==> src/include/phy_vendor_regs_defs.vh <==
// Register offsets, field positions and reset values of the vendor control bank
`ifndef PHY_VENDOR_REGS_DEFS_VH
`define PHY_VENDOR_REGS_DEFS_VH
`define ADDR_DIGITAL_POWER_OPTION  5'h10
`define ADDR_ANALOG_FE_CONTROL_ONE 5'h11
`define ADDR_ANALOG_FE_CONTROL_FOUR 5'h13
`define ADDR_SYMBOL_ERROR_COUNT    5'h15
`define BIT_PLL_OFF_IN_POWER_DOWN  4
`define BIT_SLOW_OSC_ENABLE        5
`define BIT_REDUCED_AMPLITUDE      4
`define RST_DIGITAL_POWER_OPTION   16'h0000
`define RST_ANALOG_FE_CONTROL_ONE  16'h0000
`define RST_ANALOG_FE_CONTROL_FOUR 16'h0000
`define RST_SYMBOL_ERROR_COUNT     16'h0000
`endif

==> src/design/symbol_error_counter.v <==
// Saturating read-clear counter of received symbol-error frames
`timescale 1ns/100ps
`default_nettype none
`include "phy_vendor_regs_defs.vh"
module symbol_error_counter #(
  parameter WIDTH = 16
) (
  // Clock and reset
  input  wire             clock_in,
  input  wire             sys_rst_in,
  // Events and read clear
  input  wire             frame_error_in,
  input  wire             read_clear_in,
  // Count
  output wire [WIDTH-1:0] count_out
);
  reg  [WIDTH-1:0] count_r;
  reg  [WIDTH-1:0] count_nxt;
  wire             at_max;

  assign at_max    = &count_r;
  assign count_out = count_r;

  // An error arriving with the read-clear is kept as a count of one
  always @*
  begin
    count_nxt = count_r;
    if (read_clear_in)
      count_nxt = frame_error_in ? {{(WIDTH-1){1'b0}}, 1'b1}
                                 : {WIDTH{1'b0}};            // RQ6
    else if (frame_error_in && !at_max)
      count_nxt = count_r + {{(WIDTH-1){1'b0}}, 1'b1};       // RQ6
  end

  always @(posedge clock_in)
  begin
    if (sys_rst_in)
      count_r <= `RST_SYMBOL_ERROR_COUNT;
    else
      count_r <= count_nxt;
  end
endmodule // symbol_error_counter
`default_nettype wire

==> src/design/phy_vendor_control_regs.v <==
// Vendor control register bank: power options, amplitude, error count
`timescale 1ns/100ps
`default_nettype none
`include "phy_vendor_regs_defs.vh"
// Summary of operation
// RQ1: PLL-off bit set turns PLL off during energy-detect power-down.
// RQ2: Slow-oscillator bit set drops crystal input, uses on-chip oscillator.
// RQ3: Slow-oscillator mode also forces analog front end power-down.
// RQ4: Reduced-amplitude bit picks 1.75V 10BASE-Te, else 2.5V 10BASE-T.
// RQ5: Host writes companion MMD bit opposite to reduced-amplitude bit.
// RQ6: Sixteen-bit read-clear counter of symbol-error frames, resets zero.
module phy_vendor_control_regs #(
  parameter DATA_W = 16,
  parameter ADDR_W = 5
) (
  // Clock and reset
  input  wire              clock_in,
  input  wire              sys_rst_in,
  // Management register access
  input  wire [ADDR_W-1:0] reg_addr_in,
  input  wire              reg_write_in,
  input  wire              reg_read_in,
  input  wire [DATA_W-1:0] reg_wdata_in,
  output reg  [DATA_W-1:0] reg_rdata_out,
  output reg               reg_rvalid_out,
  // Device status inputs
  input  wire              energy_detect_power_down_in,
  input  wire              sw_analog_power_down_in,
  input  wire              receive_symbol_error_in,
  // Controls to the device
  output reg               pll_enable_out,
  output reg               crystal_input_pin_select_out,
  output reg               slow_oscillator_select_out,
  output reg               analog_front_end_power_down_out,
  output reg               reduced_amplitude_select_out
);
  // Register storage
  reg  [DATA_W-1:0] digital_power_option_control_r;
  reg  [DATA_W-1:0] analog_frontend_control_one_r;
  reg  [DATA_W-1:0] analog_frontend_control_four_r;
  // Read path
  reg  [DATA_W-1:0] rdata_nxt;
  reg  [DATA_W-1:0] rdata_hold_nxt;
  reg               rvalid_nxt;
  // Next values of the device controls
  reg               pll_enable_nxt;
  reg               crystal_select_nxt;
  reg               slow_osc_nxt;
  reg               analog_pd_nxt;
  reg               reduced_amp_nxt;
  // Error counting
  reg               err_d_r;
  wire [DATA_W-1:0] err_count;
  wire              frame_error_pulse;
  wire              count_read;
  // Write decode and selected option bits
  wire              wr_power_option;
  wire              wr_fe_one;
  wire              wr_fe_four;
  wire              pll_off_sel;
  wire              slow_osc_sel;
  wire              reduced_amp_sel;

  // Error flag arrives from the receive logic on this clock
  assign frame_error_pulse = receive_symbol_error_in & ~err_d_r;
  assign count_read        = reg_read_in &&
                             (reg_addr_in == `ADDR_SYMBOL_ERROR_COUNT);

  // Writes to the counter or unmapped offsets are dropped
  assign wr_power_option = reg_write_in &&
                           (reg_addr_in == `ADDR_DIGITAL_POWER_OPTION);
  assign wr_fe_one       = reg_write_in &&
                           (reg_addr_in == `ADDR_ANALOG_FE_CONTROL_ONE);
  assign wr_fe_four      = reg_write_in &&
                           (reg_addr_in == `ADDR_ANALOG_FE_CONTROL_FOUR);

  // Option bits picked out of the stored words
  assign pll_off_sel     =
    digital_power_option_control_r[`BIT_PLL_OFF_IN_POWER_DOWN];
  assign slow_osc_sel    =
    analog_frontend_control_one_r[`BIT_SLOW_OSC_ENABLE];
  assign reduced_amp_sel =
    analog_frontend_control_four_r[`BIT_REDUCED_AMPLITUDE];

  symbol_error_counter #(
    .WIDTH          (DATA_W)
  ) u_err_count (
    .clock_in       (clock_in),
    .sys_rst_in     (sys_rst_in),
    .frame_error_in (frame_error_pulse),
    .read_clear_in  (count_read),                            // RQ6
    .count_out      (err_count)
  );

  // Previous level of the error flag, for edge detection
  always @(posedge clock_in)
  begin
    if (sys_rst_in)
      err_d_r <= 1'b0;
    else
      err_d_r <= receive_symbol_error_in;
  end

  // Reserved bits keep whatever was written to them
  always @(posedge clock_in)
  begin
    if (sys_rst_in)
      digital_power_option_control_r <= `RST_DIGITAL_POWER_OPTION;
    else if (wr_power_option)
      digital_power_option_control_r <= reg_wdata_in;
  end

  // Holds the slow oscillator enable
  always @(posedge clock_in)
  begin
    if (sys_rst_in)
      analog_frontend_control_one_r <= `RST_ANALOG_FE_CONTROL_ONE;
    else if (wr_fe_one)
      analog_frontend_control_one_r <= reg_wdata_in;
  end

  // Holds the transmit level select
  always @(posedge clock_in)
  begin
    if (sys_rst_in)
      analog_frontend_control_four_r <= `RST_ANALOG_FE_CONTROL_FOUR;
    else if (wr_fe_four)
      analog_frontend_control_four_r <= reg_wdata_in;
  end

  // Read mux; unmapped addresses read zero
  always @*
  begin
    case (reg_addr_in)
      `ADDR_DIGITAL_POWER_OPTION:   rdata_nxt = digital_power_option_control_r;
      `ADDR_ANALOG_FE_CONTROL_ONE:  rdata_nxt = analog_frontend_control_one_r;
      `ADDR_ANALOG_FE_CONTROL_FOUR: rdata_nxt = analog_frontend_control_four_r;
      `ADDR_SYMBOL_ERROR_COUNT:     rdata_nxt = err_count;   // RQ6
      default:                      rdata_nxt = {DATA_W{1'b0}};
    endcase
  end

  // Read answer; data holds until the next read
  always @*
  begin
    rvalid_nxt     = reg_read_in;
    rdata_hold_nxt = reg_rdata_out;
    if (reg_read_in)
      rdata_hold_nxt = rdata_nxt;
  end

  // Count is captured on the same edge that clears it
  always @(posedge clock_in)
  begin
    if (sys_rst_in)
    begin
      reg_rdata_out  <= {DATA_W{1'b0}};
      reg_rvalid_out <= 1'b0;
    end
    else
    begin
      reg_rdata_out  <= rdata_hold_nxt;
      reg_rvalid_out <= rvalid_nxt;
    end
  end

  // Next values of the device controls
  always @*
  begin
    pll_enable_nxt = 1'b1;
    if (pll_off_sel && energy_detect_power_down_in)
      pll_enable_nxt = 1'b0;                                 // RQ1
    crystal_select_nxt = ~slow_osc_sel;                      // RQ2
    slow_osc_nxt       = slow_osc_sel;                       // RQ2
    analog_pd_nxt      = slow_osc_sel | sw_analog_power_down_in; // RQ3
    reduced_amp_nxt    = reduced_amp_sel;                    // RQ4
  end

  // PLL runs unless both the option and power-down are active
  always @(posedge clock_in)
  begin
    if (sys_rst_in)
      pll_enable_out <= 1'b1;
    else
      pll_enable_out <= pll_enable_nxt;                      // RQ1
  end

  // Clock source selects are never high together
  always @(posedge clock_in)
  begin
    if (sys_rst_in)
    begin
      crystal_input_pin_select_out <= 1'b1;
      slow_oscillator_select_out   <= 1'b0;
    end
    else
    begin
      crystal_input_pin_select_out <= crystal_select_nxt;    // RQ2
      slow_oscillator_select_out   <= slow_osc_nxt;          // RQ2
    end
  end

  // Slow oscillator mode powers the analog side down by itself
  always @(posedge clock_in)
  begin
    if (sys_rst_in)
      analog_front_end_power_down_out <= 1'b0;
    else
      analog_front_end_power_down_out <= analog_pd_nxt;      // RQ3
  end

  // Transmit level: 1 reduced amplitude, 0 standard
  always @(posedge clock_in)
  begin
    if (sys_rst_in)
      reduced_amplitude_select_out <= 1'b0;
    else
      reduced_amplitude_select_out <= reduced_amp_nxt;       // RQ4
  end
endmodule // phy_vendor_control_regs
`default_nettype wire

==> config.mk <==
export PLATFORM = sky130hd
export DESIGN_NAME = phy_vendor_control_regs
export DESIGN_NICKNAME = d
export VERILOG_FILES = /design/src/design/symbol_error_counter.v /design/src/design/phy_vendor_control_regs.v
export VERILOG_INCLUDE_DIRS = /design/src /design/src/include
export SDC_FILE = /design/constraint.sdc
export NUM_CORES = 1
export LEC_CHECK = 0
export BUFFER_PORTS_ARGS = -buffer_cell sky130_fd_sc_hd__clkbuf_2
export CAP_MARGIN = 20
export CORE_MARGIN = 4
export CORE_UTILIZATION = 61
export DETAILED_ROUTE_END_ITERATION = 6
export GPL_ROUTABILITY_DRIVEN = 0
export PLACE_DENSITY = 0.84
export SETUP_SLACK_MARGIN = 0.15
export SYNTH_ARGS = -nofsm -noshare
export SYNTH_HDL_FRONTEND = slang
export SYNTH_SLANG_ARGS = --single-unit
==> constraint.sdc <==
create_clock -name clock_in -period 2.6 [get_ports clock_in]
set_input_delay 0.13 -clock clock_in [delete_from_list [all_inputs] [get_ports clock_in]]
set_output_delay 0.13 -clock clock_in [all_outputs]
set_load 0.01 [all_outputs]
==> metrics.txt <==
Worst Tran Pin Value ~940 ps; post-synthesis simple-gate area fraction approximately 25%; fin worst setup slack 635 ps; storage element area around 0.0017 mm²; FP Rows 28; CTS tree done; startpoint of the worst hold path reg_wdata_in[13]; Crit path arrival time between 2000 and 2500 ps; first-pass GRT wire length roughly 16 mm; die height around 87 µm; Max Clock Freq approximately 500 MHz; Util after Layout a little under three quarters; Netlist cell types 48; pin count of the biggest net entering global routing 53; xor and xnor area share after synthesis 0%; Worst Reg-to-Reg Cells 5; area leader, netlist dfxtp_1; HP Class primary input to flop; layout cells sized above 1 about 17%; post-layout minimum cycle time 1960 ps; Lkg Pwr around 1.6 nW; total CTS buffers 9; Detailed Routing Iterations Pass 1 5; FF+latch count, synth 87; top cells by count, synth nand2_1, dfxtp_1, a21oi_1; Synth area leaders dfxtp_1, nand2_1, a21oi_1; Area Growth Syn to Fin 13.8%; final wirelength 9.48 mm; clock skew 5.45 ps; Peak VDD IR 0.000405 V; Worst slew margin roughly 37%; cts hold-fix bufs 2; Reg clk slew, reported paths around 80 ps; crit end category flop; H-tree depth 3; final setup vio count 0; CTS resizes 0; Tot GR Track Use between 20% and 30%; Via-to-Cell Ratio 6.08; Main synth FF type dfxtp_1; largest family of logic cells by synthesized area simple AND/OR/NAND/NOR gates; Max Slew Vio Count 0; period utilization approximately three quarters; vias roughly 3400; Synth Cell Area approximately 0.0038 mm²; power per standard cell area 597 mW/mm²; status completed; footprint of the multi-input gates 0.00188 mm²; CP Launch Type flop; wire per inst about 17 µm; FILL cells about 470; most common cell in the synthesized netlist nand2_1; ant diodes 0; vias in the first global route approximately 3200; port bufs 49; dpl hpwl between 6 and 7 mm; area of the core ~0.0060 mm²; Clock Latency Late Sink 360 ps; post-synthesis cell count 448; area share of the largest cell type after synthesis approximately 46%; Final ANT Viol Nets 0; crit-path max FO 6; clk buf depth 2; Endpoint, Worst Hold analog_frontend_control_four_r[13]$_SDFFE_PP0P_; crit path kind flop to flop; hold depth 3; DIE WIDTH between 80 and 90 µm; reg2reg end u_err_count.count_out[2]$_SDFFE_PP0P_; Initial Util 63.2%; Yosys warning total 0; number of clock sinks slightly below 90; RSZ-0062 raised after global routing no; I/O pin cnt 50; Final Hold Fails 0; Root Buffer clkbuf_8; mux contribution to synthesized area 2.13%; EDFF count, synth 0; post-synthesis area per instance approximately 8.4 µm²; Synth async-reset ratio 0%; R2R Setup Slk 640 ps; R2R Path Start u_err_count.count_out[0]$_SDFFE_PP0P_; 1st-iter DRT viols roughly 210; post-synthesis adder-cell area fraction 0.332%; Seq/Total Area, Yosys 46.3%; setup TNS 0 ps; max_cap viols 0; die area around 0.0075 mm²; dpl ws ~580 ps; DR DRC count 0; initial antenna violation count 0; nets between 500 and 600; Synth Net Count between 400 and 500; Post-CTS Setup Bufs 0; worst path required time a little under 3000 ps; complex-gate fraction of the synthesized area between 20% and 30%; GR Overflow Total 0
==> cells in the final DEF (no fill, tap or decap), types with 3 or more instances in the layout <==
cell       count
o31ai_1        8
o21ai_0       20
or4_1          8
nor2_1         4
nor2b_1        5
buf_4          6
nand4_1        3
o2bb2ai_1      8
nand4_2        3
nand3_1       28
inv_1          7
a21oi_1       60
a22o_1         8
dfxtp_1       87
a22oi_1        8
mux2i_1        8
nand2_1      101
and3b_1        3
and3_1        12
clkbuf_2      49
a221oi_1       8
clkbuf_8      11
==> area by class of cell <==
type,instances,area share [%]
Timing Repair Buffer,57,7.25
Sequential cell,87,40.7
Clock buffer,11,3.54
Multi-Input combinational cell,324,43.9
Clock inverter,5,1.87
Inverter,7,0.614
Tap cell,75,2.19
==> power breakdown <==
part | switching [W] | internal (W) | total (W)
clock | 0.000485 | 0.000592 | 0.00108
combinational | 0.0000875 | 0.0000406 | 0.000128
sequential | 0.00000781 | 0.00134 | 0.00135
==> state kept, by name (all words and copies together), names as in the netlist <==
name,cells
analog_front_end_power_down_out,1
slow_oscillator_select_out,1
reg_rvalid_out,1
err_d_r,1
pll_enable_out,1
analog_frontend_control_four_r,16
analog_frontend_control_one_r,16
reg_rdata_out,16
u_err_count.count_out,16
digital_power_option_control_r,16
crystal_input_pin_select_out,1
reduced_amplitude_select_out,1
==> metal layers <==
| layer | share of wire [%] | vias up | track usage [%] |
|---|---|---|---|
| li1 | - | 1694 | - |
| met1 | 41 | 1589 | 33.8 |
| met2 | 50 | 130 | 44.4 |
| met3 | 5.8 | 26 | 5.80 |
| met4 | 2.5 | 0 | 11.2 |
| met5 | 0 | - | 0 |
==> worst max path at each step <==
stage | startpoint | endpoint | slack (ps) | cells past startpoint
after floorplan | u_err_count.count_out[0]$_SDFFE_PP0P_ | u_err_count.count_out[2]$_SDFFE_PP0P_ | 900 | 5
after global placement | reg_addr_in[0] | reg_rdata_out[9]$_SDFFE_PP0P_ | 680 | 5
after detailed placement | reg_addr_in[0] | reg_rdata_out[12]$_SDFFE_PP0P_ | 580 | 5
after CTS | u_err_count.count_out[0]$_SDFFE_PP0P_ | u_err_count.count_out[2]$_SDFFE_PP0P_ | 670 | 5
after global routing | u_err_count.count_out[0]$_SDFFE_PP0P_ | u_err_count.count_out[4]$_SDFFE_PP0P_ | 510 | 5
final | u_err_count.count_out[0]$_SDFFE_PP0P_ | u_err_count.count_out[2]$_SDFFE_PP0P_ | 640 | 5
==> per-stage QoR <==
| step | area (µm²) | hold WS [ps] | total power [W] | std cells |
|---|---|---|---|---|
| finish | 4280 | 6.42 | 0.00255 | 566 |
| detailed placement | 4030 | 339 | 0.00150 | 548 |
| CTS | 4280 | 4.92 | 0.00255 | 566 |
| global placement | 4030 | 305 | 0.00150 | 548 |
| floorplan | 3760 | 214 | 0.00145 | 448 |
| global route | 4280 | 5.85 | 0.00264 | 566 |
==> critical path: stages, from the launching register on <==
cell	delay, ps
dfxtp_1	440
ha_1	350
nand3_1	240
or4_4	500
a31o_1	260
a21oi_2	110
==> cell families (layout without fill, tap and decap cells) <==
group | after synthesis | in the layout
simple gates | 184 | 184
flops | 87 | 87
fa+ha+maj | 1 | 1
buf+inv | 37 | 80
mux | 8 | 8
compound gates | 131 | 131
No activity file was read; power rests on OpenSTA's default activity.
